===== config.mk =====
export PLATFORM = sky130hd
export DESIGN_NAME = gpc_ctrl
export DESIGN_NICKNAME = d
export VERILOG_FILES = /design/src/hdl/gpc_ctrl.v /design/src/hdl/gpc_sync.v
export VERILOG_INCLUDE_DIRS = /design/src /design/src/hdl
export SDC_FILE = /design/constraint.sdc
export NUM_CORES = 1
export LEC_CHECK = 0
export BUFFER_PORTS_ARGS = -buffer_cell sky130_fd_sc_hd__buf_4
export CORE_UTILIZATION = 30
export CTS_CLUSTER_DIAMETER = 40
export DETAILED_ROUTE_END_ITERATION = 8
export PLACE_DENSITY = 0.52
export SLEW_MARGIN = 20
export SYNTH_ARGS = -nofsm -noshare
export SYNTH_HDL_FRONTEND = slang
export SYNTH_SLANG_ARGS = --single-unit

===== constraint.sdc =====
create_clock -name clk_i -period 4 [get_ports clk_i]
set_clock_uncertainty 0.15 [all_clocks]
set_input_delay 0.4 -clock clk_i [delete_from_list [all_inputs] [get_ports clk_i]]
set_output_delay 0.4 -clock clk_i [all_outputs]
set_load 0.02 [all_outputs]

===== src/hdl/gpc_defines.vh =====
// constants of the bus controller: register indices, fields, resets
// assumes a 50 MHz clock and no other bus than the register port
`ifndef GPC_DEFINES_VH
`define GPC_DEFINES_VH
`define GPC_REG_ROLE_ADDR   4'h3
`define GPC_REG_INT_MASK    4'h4
`define GPC_REG_INT_CAUSE   4'h5
`define GPC_REG_ADDR_WR     4'h6
`define GPC_REG_CMD         4'h7
`define GPC_REG_CMD_ARG     4'h8
`define GPC_REG_RESULT      4'h9
`define GPC_BIT_SYS_CTRL    7
`define GPC_BIT_ACT_CTRL    6
`define GPC_BIT_SRQ         1
`define GPC_ADDR_SYS_RST    5'h15
`define GPC_ADDR_DEV_RST    5'h14
`define GPC_ADDR_UNUSED     5'h1f
`define GPC_MASK_RST        16'h0000
`define GPC_CMD_TCT         8'h09
`define GPC_CMD_PPC         8'h05
`define GPC_CMD_PPU         8'h15
`define GPC_CMD_PPD         8'h70
`define GPC_CMD_SPE         8'h18
`define GPC_CMD_SPD         8'h19
`define GPC_CMD_UNL         8'h3f
`define GPC_CMD_UNT         8'h5f
`define GPC_OP_PP_QUERY     3'h1
`define GPC_OP_PP_SETUP     3'h2
`define GPC_OP_PP_DISABLE   3'h3
`define GPC_OP_SP_QUERY     3'h4
`define GPC_OP_PASS_CTRL    3'h5
`define GPC_PP_SETTLE_NS    2000
`endif


===== src/hdl/gpc_ctrl.v =====
// controller side of an instrument bus interface: status, mask, polls
// assumes host register port on clk_i; bus lines are open-drain pins
// Function
// - programming the interrupt mask stores it in the enable register
// - mask bit 1 enables service-request interrupts; reads back as 2
// - service request is level sensed; short pulses raise nothing
// - after one logged interrupt no more until serviced and re-enabled
// - parallel-poll setup addresses one listener per sequence
// - parallel poll returns one byte of up to 8 status bits
// - parallel poll only while active controller
// - disable without address clears all; with address only that device
// - serial poll only as active controller, to one device address
// - status bit 7 system controller, bit 6 active, bit 5 zero
// - status bits 4..0 hold the primary address 0 to 30
// - power-on address 21 if system controller, else 20
// - written address above 30 taken modulo 32, 31 never used
// - one system controller per bus is recommended
// - pass control: address candidate to talk, send take-control
// - take-control is command code 9 right after talk address
// - cause bits share positions with enable mask bits
`timescale 1ns/10ps
`include "gpc_defines.vh"
module gpc_ctrl #(
    parameter CLK_MHZ = 50
) (
    input  wire        clk_i,
    input  wire        sys_rst_i,
    input  wire        sys_ctrl_i,
    input  wire        reg_wr_i,
    input  wire        reg_rd_i,
    input  wire [3:0]  reg_addr_i,
    input  wire [15:0] reg_wdata_i,
    output reg  [15:0] reg_rdata_o,
    output wire        busy_o,
    output reg         irq_o,
    input  wire [7:0]  dio_i,
    output reg  [7:0]  dio_o,
    output reg         dio_oe_o,
    output reg         atn_o,
    output reg         eoi_o,
    output reg         handshake_o,
    input  wire        srq_i,
    input  wire        accept_i
);
    localparam PP_CYC_RAW = (`GPC_PP_SETTLE_NS * CLK_MHZ + 999) / 1000;
    localparam [7:0] PP_CYC = (PP_CYC_RAW < 1) ? 8'd1 : PP_CYC_RAW[7:0];
    localparam S_IDLE = 3'd0;
    localparam S_SEND = 3'd1;
    localparam S_PPWAIT = 3'd2;
    localparam S_SPREAD = 3'd3;
    localparam S_DONE = 3'd4;

    wire [7:0] dio_s;
    wire       srq_s;
    wire       acc_s;
    wire       sys_s;
    // strap is a pin too, so it rides the same synchroniser
    gpc_sync #(.W(11)) u_sync (
        .clk_i     (clk_i),
        .sys_rst_i (sys_rst_i),
        .d_i       ({dio_i, srq_i, accept_i, sys_ctrl_i}),
        .q_o       ({dio_s, srq_s, acc_s, sys_s})
    );

    reg [1:0]  init_q;
    reg        sys_q;
    reg        act_q;
    reg [4:0]  addr_q;
    reg [15:0] mask_q;
    reg [15:0] cause_q;
    reg        logged_q;
    reg [2:0]  st_q;
    reg [2:0]  op_q;
    reg [8:0]  arg_q;
    reg [7:0]  res_q;
    reg [2:0]  idx_q;
    reg [2:0]  len_q;
    reg [7:0]  cnt_q;
    reg        pass_q;

    wire [4:0] wr_addr = reg_wdata_i[4:0];
    wire       cmd_go = reg_wr_i && (reg_addr_i == `GPC_REG_CMD);
    wire       may_run = act_q && (st_q == S_IDLE);
    wire       addr_ok = (arg_q[4:0] != `GPC_ADDR_UNUSED);
    assign busy_o = (st_q != S_IDLE);

    // byte sequence per operation; commands with attention asserted
    reg [7:0] seq_byte;
    always @*
    begin
        seq_byte = `GPC_CMD_UNL;
        case (op_q)
            `GPC_OP_PP_SETUP:
                // one listener per setup; mode byte carries sense+line
                if (idx_q == 3'd0) seq_byte = `GPC_CMD_UNL;
                else if (idx_q == 3'd1) seq_byte = {3'b001, arg_q[4:0]};
                else if (idx_q == 3'd2) seq_byte = `GPC_CMD_PPC;
                else seq_byte = {4'h6, arg_q[8], arg_q[7:5]};
            `GPC_OP_PP_DISABLE:
                if (addr_ok)
                begin
                    if (idx_q == 3'd0) seq_byte = `GPC_CMD_UNL;
                    else if (idx_q == 3'd1) seq_byte = {3'b001, arg_q[4:0]};
                    else if (idx_q == 3'd2) seq_byte = `GPC_CMD_PPC;
                    else seq_byte = `GPC_CMD_PPD;
                end
                else
                    seq_byte = `GPC_CMD_PPU;
            `GPC_OP_SP_QUERY:
                if (idx_q == 3'd0) seq_byte = `GPC_CMD_UNL;
                else if (idx_q == 3'd1) seq_byte = `GPC_CMD_SPE;
                else seq_byte = {3'b010, arg_q[4:0]};
            `GPC_OP_PASS_CTRL:
                if (idx_q == 3'd0) seq_byte = {3'b010, arg_q[4:0]};
                else seq_byte = `GPC_CMD_TCT;
            default:
                seq_byte = `GPC_CMD_UNL;
        endcase
    end

    always @(posedge clk_i or posedge sys_rst_i)
    begin
        if (sys_rst_i)
        begin
            init_q      <= 2'd3;
            sys_q       <= 1'b0;
            act_q       <= 1'b0;
            addr_q      <= `GPC_ADDR_DEV_RST;
            mask_q      <= `GPC_MASK_RST;
            cause_q     <= 16'h0000;
            logged_q    <= 1'b0;
            st_q        <= S_IDLE;
            op_q        <= 3'h0;
            arg_q       <= 9'h000;
            res_q       <= 8'h00;
            idx_q       <= 3'd0;
            len_q       <= 3'd0;
            cnt_q       <= 8'h00;
            pass_q      <= 1'b0;
            dio_o       <= 8'h00;
            dio_oe_o    <= 1'b0;
            atn_o       <= 1'b0;
            eoi_o       <= 1'b0;
            handshake_o <= 1'b0;
            irq_o       <= 1'b0;
            reg_rdata_o <= 16'h0000;
        end
        else
        begin
            // strap caught once its synchroniser has filled
            if (init_q != 2'd0)
                init_q <= init_q - 2'd1;
            if (init_q == 2'd1)
            begin
                sys_q  <= sys_s;
                act_q  <= sys_s;
                addr_q <= sys_s ? `GPC_ADDR_SYS_RST
                                : `GPC_ADDR_DEV_RST;
            end
            if (reg_wr_i && reg_addr_i == `GPC_REG_INT_MASK)
            begin
                mask_q   <= reg_wdata_i;
                logged_q <= 1'b0;
            end
            if (reg_wr_i && reg_addr_i == `GPC_REG_ADDR_WR)
                addr_q <= (wr_addr == `GPC_ADDR_UNUSED) ? 5'h00
                                                        : wr_addr;
            if (reg_wr_i && reg_addr_i == `GPC_REG_CMD_ARG)
                arg_q <= reg_wdata_i[8:0];
            // cause latches sampled level only; first one blocks rest
            if (!logged_q && srq_s && mask_q[`GPC_BIT_SRQ])
            begin
                cause_q[`GPC_BIT_SRQ] <= 1'b1;
                logged_q <= 1'b1;
            end
            else if (reg_rd_i && reg_addr_i == `GPC_REG_INT_CAUSE)
                cause_q <= 16'h0000;
            irq_o <= |(cause_q & mask_q);
            if (reg_rd_i)
            begin
                if (reg_addr_i == `GPC_REG_ROLE_ADDR)
                    reg_rdata_o <= {8'h00, sys_q, act_q, 1'b0,
                                    addr_q};
                else if (reg_addr_i == `GPC_REG_INT_MASK)
                    reg_rdata_o <= mask_q;
                else if (reg_addr_i == `GPC_REG_INT_CAUSE)
                    reg_rdata_o <= cause_q;
                else if (reg_addr_i == `GPC_REG_RESULT)
                    reg_rdata_o <= {7'h00, busy_o, res_q};
                else
                    reg_rdata_o <= 16'h0000;
            end
            case (st_q)
                S_IDLE:
                begin
                    handshake_o <= 1'b0;
                    if (cmd_go && may_run)
                    begin
                        op_q  <= reg_wdata_i[2:0];
                        idx_q <= 3'd0;
                        pass_q <= 1'b0;
                        case (reg_wdata_i[2:0])
                            `GPC_OP_PP_QUERY:
                            begin
                                atn_o    <= 1'b1;
                                eoi_o    <= 1'b1;
                                cnt_q    <= PP_CYC;
                                st_q     <= S_PPWAIT;
                            end
                            `GPC_OP_PP_SETUP:
                            begin
                                len_q <= 3'd3;
                                st_q  <= S_SEND;
                            end
                            `GPC_OP_PP_DISABLE:
                            begin
                                len_q <= addr_ok ? 3'd3 : 3'd0;
                                st_q  <= S_SEND;
                            end
                            `GPC_OP_SP_QUERY:
                            begin
                                len_q <= 3'd2;
                                // serial poll to address 31 is refused: stays in S_IDLE
                                st_q  <= addr_ok ? S_SEND : S_IDLE;
                            end
                            `GPC_OP_PASS_CTRL:
                            begin
                                len_q <= 3'd1;
                                st_q  <= S_SEND;
                            end
                            default:
                                st_q <= S_IDLE;
                        endcase
                    end
                end
                S_SEND:
                begin
                    // one byte per two cycles: strobe high, then low
                    atn_o    <= 1'b1;
                    dio_oe_o <= 1'b1;
                    dio_o    <= seq_byte;
                    handshake_o <= ~handshake_o;
                    if (handshake_o)
                    begin
                        if (idx_q == len_q)
                        begin
                            dio_oe_o <= 1'b0;
                            atn_o    <= 1'b0;
                            if (op_q == `GPC_OP_SP_QUERY)
                                st_q <= S_SPREAD;
                            else if (op_q == `GPC_OP_PASS_CTRL)
                            begin
                                pass_q <= 1'b1;
                                st_q   <= S_DONE;
                            end
                            else
                                st_q <= S_DONE;
                        end
                        else
                            idx_q <= idx_q + 3'd1;
                    end
                end
                S_PPWAIT:
                begin
                    cnt_q <= cnt_q - 8'd1;
                    if (cnt_q == 8'd1)
                    begin
                        res_q <= dio_s;
                        atn_o <= 1'b0;
                        eoi_o <= 1'b0;
                        st_q  <= S_DONE;
                    end
                end
                S_SPREAD:
                begin
                    // status byte taken when device marks it valid
                    if (acc_s)
                    begin
                        res_q <= dio_s;
                        idx_q <= 3'd0;
                        op_q  <= 3'h0;
                        st_q  <= S_DONE;
                    end
                end
                S_DONE:
                begin
                    handshake_o <= 1'b0;
                    // candidate confirms by accept line
                    if (pass_q && acc_s)
                        act_q <= 1'b0;
                    st_q <= S_IDLE;
                end
                default:
                    st_q <= S_IDLE;
            endcase
        end
    end
endmodule // gpc_ctrl


===== src/hdl/gpc_sync.v =====
// two flip-flop synchroniser for bus lines arriving from pins
// assumes asynchronous active-high reset and one clock
`timescale 1ns/10ps
module gpc_sync #(
    parameter W = 1
) (
    input  wire         clk_i,
    input  wire         sys_rst_i,
    input  wire [W-1:0] d_i,
    output wire [W-1:0] q_o
);
    reg [W-1:0] s1_q;
    reg [W-1:0] s2_q;
    always @(posedge clk_i or posedge sys_rst_i)
    begin
        if (sys_rst_i)
        begin
            s1_q <= {W{1'b0}};
            s2_q <= {W{1'b0}};
        end
        else
        begin
            s1_q <= d_i;
            s2_q <= s1_q;
        end
    end
    assign q_o = s2_q;
endmodule // gpc_sync


# Word-level counts from Yosys, hierarchy flattened
# Cells that the tools add are included.
[totals] ff_bits=116 out_inout_bits=30 wordCells=167 in_bits=35
[classes] add_sub_neg=3 muxes=64 n_reduce_logical=38 n_eq_ne=36 bitwise=2
[ops] cell="two-way mux 7 bit" n=9
[ops] cell="two-way mux 8 bit" n=5
[ops] cell="two-way mux 3 bit" n=11
[ops] cell="two-way mux 16 bit" n=2
[ops] cell="case mux 8 bit (2 select lines)" n=2
[ops] cell="case mux 8 bit (4 select lines)" n=1
[ops] cell="case mux 3 bit (4 select lines)" n=2
[ops] cell="equality test 3 x 2 -> 1 bit (second input constant)" n=7
[ops] cell="two-way mux 1 bit" n=18
[ops] cell="two-way mux 9 bit" n=2
[ops] cell="nonzero test 2 bit" n=9
[ops] cell="bitwise AND 2 x 16 -> 16 bit" n=1
[ops] cell="equality test 4 x 3 -> 1 bit (second input constant)" n=4
[ops] cell="OR reduction 16 bit" n=1
[ops] cell="equality test 3 bit (second input constant)" n=5
[ops] cell="two-way mux 5 bit" n=3
[ops] cell="!= test 2 bit (second input constant)" n=6
[ops] cell="AND reduction 3 bit" n=4
[ops] cell="logical AND 1 bit" n=10
[ops] cell="AND reduction 5 bit" n=2
[ops] cell="equality test 3 x 1 -> 1 bit (second input constant)" n=3
[ops] cell="case mux 3 bit (3 select lines)" n=1
[ops] cell="nonzero test 3 bit" n=3
[ops] cell="equality test 4 bit (second input constant)" n=2
[ops] cell="23 further kinds" n=30

# Depth between registers and ports, before layout
# Gate-level depths: netlist (run 1).
[depth] depth_word=6 depth_mapped=7 ltp_nobuf=7

# Hierarchy
# From an unflattened synthesis (run 1), not the netlist that was laid out.
[hier_totals] hier_cells=483 area_unflattened_um2=5196.2
[modules_own_cells] mod="gpc_ctrl" cells_per_inst=460 seq_area_each_um2=2307.2 instances=1 area_each_um2=4642.0
[modules_own_cells] mod="gpc_sync" cells_per_inst=23 seq_area_each_um2=550.5 instances=1 area_each_um2=554.3

# Least setup slack after synthesis (run 1)
# OpenSTA, ideal clock, no wires.
[synth_path] path_kind="reg-to-reg" start="reg st_q[2]" end="reg len_q[0]" setup_slack_ps=2085 arrival_time_ps=1642 t_required_ps=3727 path_buffers=1 setup_ps=123 path_stages_with_launch=8 period_less_slack_ps=1915 path_cell_list="dfrtp_1 buf_2 nor3_4 inv_2 nor3_4 nand2_1 o22a_1 o221a_1"
[synth_via] elab_chain_cells=4
[synth_lines] element="start: declaration" line_no="gpc_ctrl.v:72" text="reg [2:0] st_q;"
[synth_lines] element="start signal: assignment" line_no="gpc_ctrl.v:224" text="st_q <= addr_ok ? S_SEND : S_IDLE;"
[synth_lines] element="zero test 3 bit (*)" line_no="gpc_ctrl.v:83, gpc_ctrl.v:193"
[synth_lines] element="logical AND 1 bit" line_no="gpc_ctrl.v:83" text="wire may_run = act_q && (st_q == S_IDLE);"
[synth_lines] element="logical AND 1 bit" line_no="gpc_ctrl.v:197" text="if (cmd_go && may_run)"
[synth_lines] element="AND reduction 3 bit (no line) (*)"
[synth_lines] element="end signal: assignment" line_no="gpc_ctrl.v:217" text="len_q <= addr_ok ? 3'd3 : 3'd0;"
[synth_lines] element="end: declaration" line_no="gpc_ctrl.v:77" text="reg [2:0] len_q;"
# Mark *: on every way between the ends. The rest lies on a longest branch, timed or not.
# A chain may end at the register's enable or synchronous reset.

# Final worst setup path (run 1)
[layout_path] start="reg cnt_q[2]" end="reg res_q[0]"
[layout_via] elab_chain_cells=3
[layout_lines] element="start: declaration" line_no="gpc_ctrl.v:78" text="reg [7:0] cnt_q;"
[layout_lines] element="start signal: assignment" line_no="gpc_ctrl.v:265" text="cnt_q <= cnt_q - 8'd1;"
[layout_lines] element="equality test 8 x 1 -> 1 bit" line_no="gpc_ctrl.v:266" text="if (cnt_q == 8'd1)"
[layout_lines] element="!= test 2 bit (no line)"
[layout_lines] element="AND reduction 3 bit (no line)"
[layout_lines] element="end signal: assignment" line_no="gpc_ctrl.v:268" text="res_q <= dio_s;"
[layout_lines] element="end signal: assignment" line_no="gpc_ctrl.v:279" text="res_q <= dio_s;"
[layout_lines] element="end: declaration" line_no="gpc_ctrl.v:75" text="reg [7:0] res_q;"
# No other way between the ends.

==> out/results.txt, run 1 <==
HP Class - in2reg
Post-synth top flop - dfrtp_1
Die ar. - 17,800 um2
Critical Path AT - 2.36 ns
largest net degree at the start of global routing - 64
Post-synth ARST share - 100%
final WL - 12,300 um
fin crit share - 55.4%
Post-Syn Area per Cell - 11.1 um2
Final Net Count - 587
unrepaired setup endpoints after global routing - false
most frequent cells in the layout - dfrtp_1, buf_4, o21ai_0
sequential area share after synthesis - 55.1%
Peak VDD IR - 0.327 mV
Port Buffers - 63
Synth warnings - 0
Layout Cells excl Fill - 777
1st-pass router iterations - 4
pwr dens - 486 nW/um2
crit end category - flip-flop
total power - 0.00324 W
final hold violations - 0
clk sinks - 114
Post-Syn Nets - 509
layout cells sized above 1 - 26.0%
most common cell after layout, fill and taps aside - dfrtp_1
Clock transition at path regs - 0.05 ns
site row count - 47
CTS tree - done
final instance area - 6680 um2
CTS max path bufs - 2
Core ar. - 16,800 um2
DR vias/cell - 4.82
Crit path required time - 4.14 ns
Final Hold Slack - 0.0481 ns
Post-synth EDFFs - 0
Inserted Clock Buffers - 17
area grow syn2layout - 28.7%
worst-skew pair later-pin latency - 0.41 ns
placed standard-cell area - 5890 um2
io pins - 65
status - finished clean
# DRC - 0
Setup Crit Path Kind - reg2reg
setup tns final - 0 ns
placed cells - 733
RePlAce Congestion - 0.798
root buf cell - clkbuf_16
Via Count - 3,746
postcts setup bufs - 0
Post-CTS Hold Buffers - 12
critical path launch point type - flip-flop
Post-Synthesis Cells - 466
Yosys cell types - 64
Die Ht - 133 um
critical path peak fanout - 8
fin. max-slew vios - 0
WL/cell - 15.8 um
vias in the first global route - 3,894
fmax - 451 MHz
Tot GR Track Use - 15.2%
die width - 133 um
Final min period - 2.21 ns
Slew @ Worst Pin - 0.867 ns
H-Tree Depth - 4
n_diodes - 0
MaxCap Viol Count - 0
final setup fails - 0
P_leak - 2.93 nW
Slew Limit Headroom - 41.8%
dpl hpwl - 8610 um
initial antenna violation count - 0
global-route wire length before repair - 20,800 um
Initial Util - 31.0%
register bit total from synthesis - 114
grt total ovfl - 0
synthesized area - 5190 um2
DR iter-0 viols - 156
Post-DRT Antenna Nets - 0
Resized cells post-CTS - 0
==> cell usage after synthesis (4+ instances only) <==
library cell | count | area share [%]
dfrtp_1 | 110 | 53
o21ai_0 | 37 | 3.6
nand2_1 | 35 | 2.5
nor2_1 | 33 | 2.4
inv_1 | 27 | 2.0
mux2_2 | 23 | 5.0
a21oi_1 | 18 | 1.7
a22o_1 | 11 | 1.9
mux2_1 | 11 | 2.4
nor2b_1 | 11 | 1.3
clkbuf_1 | 10 | 0.72
nand2b_1 | 10 | 1.2
nor3_1 | 9 | 0.87
ha_1 | 8 | 1.9
a21o_1 | 7 | 1.0
buf_2 | 7 | 0.68
o211ai_1 | 6 | 0.87
a31oi_1 | 4 | 0.48
dfstp_2 | 4 | 2.0
nand3_1 | 4 | 0.39
o22ai_1 | 4 | 0.48
o32a_1 | 4 | 0.77
xnor2_1 | 4 | 0.68
xor2_1 | 4 | 0.68
==> through the flow <==
step / util [%] / worst slack (ns)
6_report: 39.8 / 1.79
4_1_cts: 39.8 / 1.82
5_1_grt: 39.8 / 1.64
3_3_place_gp: 35.1 / 1.83
2_1_floorplan: - / 0.441
3_5_place_dp: 35.1 / 1.83
==> kinds of logic (layout without fill, tap and decap cells) <==
family	after synthesis	in the layout	share of synthesized area, %
other	1	1	0.0723
AOI/OAI and AO/OA	119	119	15.2
and+or+nand+nor	133	133	14.8
DFF	114	114	55.1
adders and majority gates	8	8	1.93
buffers and inverters	46	137	3.57
xor gates and xnor gates	8	8	1.35
muxes	37	37	7.96
==> metal layers <==
metal	wire, um	GRT usage (%)	vias to the layer above
met3	401	3.88	14
met5	0	0	-
met2	5600	22.3	82
met1	6110	21.1	1837
li1	-	-	1813
met4	150	6.50	0
==> critical path: stages, from the launching register on <==
cell	delay (ns)
dfrtp_1	0.44
nor4_2	0.48
a31oi_1	0.21
nor2_2	0.43
mux2_2	0.39
==> sequential cells by signal, summed over array words and instances, names as in the netlist, 2 cells and up <==
signal       count
res_q            8
idx_q            3
reg_rdata_o     16
mask_q          16
dio_o            7
len_q            2
u_sync.q_o      11
u_sync.s1_q     11
cnt_q            8
addr_q           5
init_q           2
st_q             3
op_q             3
arg_q            9
==> worst paths after layout <==
path                                  to  slack, ns             from  cells past startpoint
min reg2reg                u_sync.q_o[6]       0.19   u_sync.s1_q[6]                      0
max reg2reg                     res_q[0]       1.79         cnt_q[2]                      4
min                           mask_q[15]       0.05  reg_wdata_i[15]                      2
max                             res_q[0]       1.79         cnt_q[2]                      4
min in group asynchronous       dio_o[4]       0.49        sys_rst_i                      3
max in group asynchronous      addr_q[4]       2.40        sys_rst_i                      4
==> area by class of cell <==
| type | count | area [um2] |
|---|---|---|
| Clock buffer | 20 | 467 |
| Clock inverter | 12 | 203 |
| Fill cell | 1630 | 10100 |
| Inverter | 28 | 108 |
| Multi-Input combinational cell | 306 | 2140 |
| Sequential cell | 114 | 2860 |
| Tap cell | 220 | 275 |
| Timing Repair Buffer | 77 | 621 |
==> where the power goes <==
| group | internal, W | switching [W] | total [W] |
|---|---|---|---|
| registers | 0.00126 | 0.0000618 | 0.00132 |
| logic | 0.000113 | 0.000110 | 0.000223 |
| clock network | 0.00116 | 0.000543 | 0.00170 |
No activity file was read; power rests on OpenSTA's default activity.
==> inputs of run 2 (changes only) <==
--- a/config.mk
+++ b/config.mk
@@ -6,6 +6,7 @@
 export SDC_FILE = /design/constraint.sdc
 export NUM_CORES = 1
 export LEC_CHECK = 0
+export ABC_AREA = 1
 export BUFFER_PORTS_ARGS = -buffer_cell sky130_fd_sc_hd__buf_4
 export CORE_UTILIZATION = 30
 export CTS_CLUSTER_DIAMETER = 40
==> constraint.sdc (replaced) <==
create_clock -name clk_i -period 2.1 [get_ports clk_i]
set_clock_uncertainty 0.15 [all_clocks]
set_input_delay 0.21 -clock clk_i [delete_from_list [all_inputs] [get_ports clk_i]]
set_output_delay 0.21 -clock clk_i [all_outputs]
set_load 0.02 [all_outputs]
==> out/results.txt, run 2 <==
die width - 137 um (was 133 um)
setup tns final - 0 ns (unchanged)
Post-synth ARST share - 100% (unchanged)
Core ar. - 18,000 um2 (was 16,800 um2)
crit end category - primary output (was flip-flop)
io pins - 65 (unchanged)
DR vias/cell - 4.40 (was 4.82)
worst-skew pair later-pin latency - 0.42 ns (was 0.41 ns)
met2 Use GR - 24.2% (was 22.3%)
initial antenna violation count - 0 (unchanged)
Slew @ Worst Pin - 0.541 ns (was 0.867 ns)
largest net degree at the start of global routing - 40 (was 64)
Final Net Count - 811 (was 587)
Reg-to-Reg Start - st_q[1] (was cnt_q[2])
fin. max-slew vios - 0 (unchanged)
n_diodes - 0 (unchanged)
RR Endpoint - dio_o[2] (was res_q[0])
CTS max path bufs - 2 (unchanged)
Crit path required time - 1.74 ns (was 4.14 ns)
status - finished, violations left (was finished clean)
layout cells sized above 1 - 19.1% (was 26.0%)
CTS tree - done (unchanged)
MaxCap Viol Count - 0 (unchanged)
final WL - 13,200 um (was 12,300 um)
Setup Crit Path Kind - reg2out (was reg2reg)
top area cells in the synthesized netlist - dfrtp_1, nand2_1, nand3_1, inv_1, nor2_1 (was dfrtp_1, mux2_2, o21ai_0, nand2_1, nor2_1)
final setup fails - 0 (unchanged)
worst hold path depth - 3 (was 2)
Largest regs - mask_q x16, reg_rdata_o x16 (unchanged)
clk sinks - 114 (unchanged)
Clock transition at path regs - 0.05 ns (about the same)
pwr dens - 1230 nW/um2 (was 486 nW/um2)
failing checks - design-rule violations
Inserted Clock Buffers - 17 (unchanged)
Post-synth EDFFs - 0 (unchanged)
critical path peak fanout - 5 (was 8)
# DRC - 2 (was 0)
most frequent cells in the layout - nand2_1, dfrtp_1, inv_1 (was dfrtp_1, buf_4, o21ai_0)
WL/cell - 13.1 um (was 15.8 um)
placed standard-cell area - 6240 um2 (was 5890 um2)
sequential area share after synthesis - 52.0% (was 55.1%)
HP Start - reg_wr_i (was reg_wdata_i[15])
P_leak - 3.57 nW (was 2.93 nW)
area grow syn2layout - 30.8% (was 28.7%)
Critical Path AT - 1.57 ns (was 2.36 ns)
met1 usage - 21.0% (was 21.1%)
Worst R2R Setup Slack - 0.21 ns (was 1.79 ns)
Hold EP - mask_q[10] (was mask_q[15])
critical path launch point type - flip-flop (unchanged)
Initial Util - 30.6% (was 31.0%)
root buf cell - clkbuf_16 (unchanged)
final instance area - 7180 um2 (was 6680 um2)
RePlAce Congestion - 0.866 (was 0.798)
Fill cells - 1,799 (was 1,630)
Post-DRT Antenna Nets - 0 (unchanged)
Synth top cells by count - nand2_1, dfrtp_1, inv_1 (was dfrtp_1, o21ai_0, nand2_1)
Resized cells post-CTS - 0 (unchanged)
Post-synth top flop - dfrtp_1 (unchanged)
Peak VDD IR - 0.575 mV (was 0.327 mV)
most common cell after layout, fill and taps aside - nand2_1 (was dfrtp_1)
Post-Syn Area per Cell - 8.39 um2 (was 11.1 um2)
fmax - 519 MHz
fin crit share - 91.7%
Post-Syn Nets - 698 (was 509)
Slew Limit Headroom - 63.8% (was 41.8%)
Multi-input gate area - 2230 um2 (was 2140 um2)
Yosys cell types - 42 (was 64)
Die Ht - 137 um (was 133 um)
top-area cell type share of the netlist area - 50.1% (was 53.1%)
Die ar. - 18,900 um2 (was 17,800 um2)
Final min period - 1.93 ns
R2R depth - 8 (was 4)
HP Class - in2reg (unchanged)
Via Count - 4,445 (was 3,746)
DR iter-0 viols - 312 (was 156)
area leader, netlist - dfrtp_1 (unchanged)
synthesized area - 5490 um2 (was 5190 um2)
Seq. cell area - 2860 um2 (unchanged)
Tot GR Track Use - 15.5% (was 15.2%)
grt total ovfl - 0 (unchanged)
1st-pass router iterations - 7 (was 4)
unrepaired setup endpoints after global routing - false (unchanged)
Synth warnings - 0 (unchanged)
H-Tree Depth - 4 (unchanged)
M3 GR Usage - 3.20% (was 3.88%)
site row count - 49 (was 47)
most common cell in the netlist - nand2_1 (was dfrtp_1)
Post-Synthesis Cells - 655 (was 466)
vias in the first global route - 4,472 (was 3,894)
Port Buffers - 63 (unchanged)
dpl hpwl - 9590 um (was 8610 um)
global-route wire length before repair - 22,200 um (was 20,800 um)
global routing's busiest layer - met2 (unchanged)
register bit total from synthesis - 114 (unchanged)
final hold violations - 0 (unchanged)
==> run 2: cell count changes in the layout (fill, tap and decap cells not counted), sizes merged, moves of 22 or more <==
cell	change
inv	+51
mux2	-34
nor2	+41
nand2	+154
nand3	+62
dlygate4sd3	+22
==> run 2: cells by family (layout without fill, tap and decap cells) <==
kind of cell | Yosys count | count (layout) | share of synthesized area [%]
other cells | 1 | 1 | 0.0683
fa+ha+maj | 8 | 8 | 1.82
buf+inv | 94 | 220 | 7.31
xor+xnor | 4 | 4 | 0.638
flops | 114 | 114 | 52.0
simple gates | 351 | 351 | 29.3
compound gates | 83 | 83 | 8.79
==> run 2: final cells by class <==
| type | instances | area share [%] |
|---|---|---|
| repair buffers | 107 | 12.5 |
| clock inverters | 10 | 1.85 |
| multi-input cells | 447 | 31.1 |
| flip-flops and latches | 114 | 39.8 |
| inverters | 81 | 4.28 |
| clock buffers | 22 | 6.46 |
| well taps | 229 | 3.99 |
==> run 2: routing by layer <==
layer	vias up	part of all wire [%]
met5	-	0
met4	0	1.5
met3	17	3.1
met2	70	46
met1	2043	49
li1	2315	-
==> run 2: worst max-delay path, stage by stage (launching register included) <==
cell and delay, ns:
dfrtp_1 0.37, inv_1 0.11, nand2_1 0.19, nor2_4 0.21
inv_1 0.11, buf_4 0.17
==> run 2: power by group <==
part           internal [W]  switching [W]  total (W)
clock network       0.00192        0.00101    0.00293
registers           0.00269       0.000330    0.00302
logic               0.00103        0.00186    0.00289
==> run 2: timing repair <==
action,in CTS,in global routing
setup endpoints to repair,0,1
buffers inserted,0,1
hold buffers,34,0
hold endpoints to repair,53,0
==> run 2: metrics by stage <==
step | hold WS (ns) | power [W] | setup slack [ns] | instances | utilization, %
global route | 0.0367 | 0.00949 | 0.0351 | 1010 | 40.0
floorplan | 0.0914 | 0.00505 | 0.358 | 655 | -
finish | 0.0206 | 0.00884 | 0.174 | 1010 | 40.0
CTS | 0.00912 | 0.00892 | 0.0719 | 1009 | 39.9
global placement | 0.106 | 0.00590 | 0.265 | 943 | 34.7
detailed placement | 0.104 | 0.00590 | 0.265 | 943 | 34.7
==> run 2: how the worst max path moves through the flow <==
stage | endpoint | startpoint | cells after the start | slack (ns)
after floorplan | act_q | sys_rst_i | 1 | 0.36
after global placement | dio_o[2] | st_q[2] | 8 | 0.26
after detailed placement | dio_o[2] | st_q[1] | 8 | 0.27
after CTS | busy_o | st_q[1] | 5 | 0.07
after global routing | st_q[1] | st_q[1] | 8 | 0.04
final | busy_o | st_q[1] | 5 | 0.17
==> inputs of run 3 (changes only) <==
==> constraint.sdc (replaced) <==
create_clock -name clk_i -period 2.2 [get_ports clk_i]
set_clock_uncertainty 0.15 [all_clocks]
set_input_delay 0.22 -clock clk_i [delete_from_list [all_inputs] [get_ports clk_i]]
set_output_delay 0.22 -clock clk_i [all_outputs]
set_load 0.02 [all_outputs]
==> out/results.txt, run 3 (synthesized netlist as in run 2, its figures left out) <==
WL/cell - 13.2 um (was 13.1 um)
fmax - 485 MHz
RR Endpoint - dio_o[0] (was dio_o[2])
MaxCap Viol Count - 0 (unchanged)
crit end category - primary output (unchanged)
H-Tree Depth - 4 (unchanged)
Die Ht - 137 um (unchanged)
Multi-input gate area - 2230 um2 (unchanged)
Reg-to-Reg Start - idx_q[0] (was st_q[1])
DR iter-0 viols - 259 (was 312)
P_leak - 3.52 nW (was 3.57 nW)
1st-pass router iterations - 6 (was 7)
final setup fails - 0 (unchanged)
Fill cells - 1,828 (was 1,799)
# DRC - 2 (unchanged)
Crit path required time - 1.83 ns (was 1.74 ns)
most frequent cells in the layout - nand2_1, dfrtp_1, inv_1 (unchanged)
HP Class - in2reg (unchanged)
Final Net Count - 808 (was 811)
R2R depth - 9 (was 8)
Peak VDD IR - 0.688 mV (was 0.575 mV)
layout cells sized above 1 - 18.9% (was 19.1%)
clk sinks - 114 (unchanged)
CP startpoint - st_q[1] (unchanged)
final core occ - 39.7% (was 40.0%)
Setup Crit Path Kind - reg2out (unchanged)
Critical Path Sink - busy_o (unchanged)
Post-DRT Antenna Nets - 0 (unchanged)
Max stage delay cell, worst path - dfrtp_1 (unchanged)
n_diodes - 0 (unchanged)
placed cells - 940 (was 943)
fin. max-slew vios - 0 (unchanged)
CTS max path bufs - 2 (unchanged)
site row count - 49 (unchanged)
DR vias/cell - 4.50 (was 4.40)
most common cell after layout, fill and taps aside - nand2_1 (unchanged)
Seq. cell area - 2860 um2 (unchanged)
io pins - 65 (unchanged)
Critical Path AT - 1.69 ns (was 1.57 ns)
CP most frequent cell - inv_1 (unchanged)
Inserted Clock Buffers - 17 (unchanged)
root buf cell - clkbuf_16 (unchanged)
unrepaired setup endpoints after global routing - false (unchanged)
Port Buffers - 63 (unchanged)
Via Count - 4,534 (was 4,445)
dpl hpwl - 9470 um (was 9590 um)
initial antenna violation count - 0 (unchanged)
CP Cell Sequence - inv_1, nand2_1, nor2_4, inv_1, buf_4 (unchanged)
Layout Cells excl Fill - 1,007 (was 1,010)
critical path launch point type - flip-flop (unchanged)
critical path peak fanout - 6 (was 5)
global-route wire length before repair - 22,400 um (was 22,200 um)
final WL - 13,300 um (was 13,200 um)
worst-skew pair later-pin latency - 0.42 ns (about the same)
area grow syn2layout - 29.7% (was 30.8%)
Largest regs - mask_q x16, reg_rdata_o x16 (unchanged)
Buffers & Inverters on Critical Path - 3 (unchanged)
status - finished, violations left (unchanged)
postcts setup bufs - 0 (unchanged)
Tot GR Track Use - 15.7% (was 15.5%)
Clock transition at path regs - 0.05 ns (about the same)
vias in the first global route - 4,508 (was 4,472)
Final min period - 2.06 ns
CTS tree - done (unchanged)
Crit path depth - 5 (unchanged)
Post-CTS Hold Buffers - 35 (was 34)
Resized cells post-CTS - 0 (unchanged)
pwr dens - 1140 nW/um2 (was 1230 nW/um2)
final hold violations - 0 (unchanged)
Slew Limit Headroom - 65.6% (was 63.8%)
fin crit share - 93.8%
die width - 137 um (unchanged)
Slew @ Worst Pin - 0.514 ns (was 0.541 ns)
Core ar. - 18,000 um2 (unchanged)
Worst path top cell family by delay - simple AND/OR/NAND/NOR gates (unchanged)
setup tns final - 0 ns (unchanged)
Final Hold Slack - 0.0635 ns (was 0.0206 ns)
RePlAce Congestion - 0.873 (was 0.866)
Die ar. - 18,900 um2 (unchanged)
failing checks - design-rule violations (unchanged)
largest net degree at the start of global routing - 67 (was 40)
Initial Util - 30.6% (unchanged)
Worst R2R Setup Slack - 0.33 ns (was 0.21 ns)
grt total ovfl - 0 (unchanged)
slowest stage delay, CP - 0.37 ns (about the same)
[run 3: cell types whose count changed in the layout (fill, tap and decap cells not counted)]
cell,delta
buf_12,+1
buf_4,-5
bufinv_16,-2
clkbuf_1,-2
clkbuf_8,-2
clkinv_2,+1
clkinv_4,+2
clkinvlp_4,+3
dlygate4sd3_1,+1
[run 3: tightest hold or removal path, stage by stage]
cell	delay [ns]
buf_4	0.13
nor3_4	0.07
nand2_1	0.06
nand3_1	0.07
inv_1	0.05
[run 3: area by class of cell]
class | count | area share (%)
tap | 229 | 4.02
inverter | 81 | 4.32
clock inverter | 14 | 1.65
multi-input combinational | 447 | 31.3
timing repair buffer | 104 | 12.5
clock buffer | 18 | 6.02
sequential | 114 | 40.1
[run 3: worst min-delay path by stage]
stage / from / to / slack (ns) / cells after the start
finish: reg_addr_i[2] / reg_rdata_o[6] / 0.06 / 5
global route: reg_wdata_i[1] / mask_q[1] / 0.07 / 3
CTS: reg_addr_i[2] / reg_rdata_o[6] / 0.05 / 5
detailed placement: srq_i / u_sync.s1_q[2] / 0.18 / 1
global placement: dio_i[1] / u_sync.s1_q[4] / 0.18 / 1
floorplan: sys_ctrl_i / u_sync.s1_q[0] / 0.10 / 0
[run 3: power by group]
part           switching [W]  internal (W)
sequential          0.000317       0.00257
clock                0.00100       0.00154
combinational        0.00177      0.000961
total                0.00309       0.00507
[run 3: stage by stage]
| step | setup slack, ns | power, W | cell area (um2) |
|---|---|---|---|
| global placement | 0.359 | 0.00564 | 6230 |
| finish | 0.136 | 0.00815 | 7130 |
| global route | 0.0317 | 0.00879 | 7130 |
| detailed placement | 0.362 | 0.00564 | 6230 |
| CTS | 0.117 | 0.00827 | 7130 |
| floorplan | 0.448 | 0.00482 | 5500 |
[run 3: per-layer routing]
metal  share of wire (%)  routed length (um)  vias to the layer above  track usage, %
li1                    -                   -                     2310               -
met1                  48                6420                     2135            21.1
met2                  46                6140                       75            24.3
met3                 4.2                 562                       14            4.38
met4                 1.3                 176                        0            5.25
met5                   0                   0                        -               0
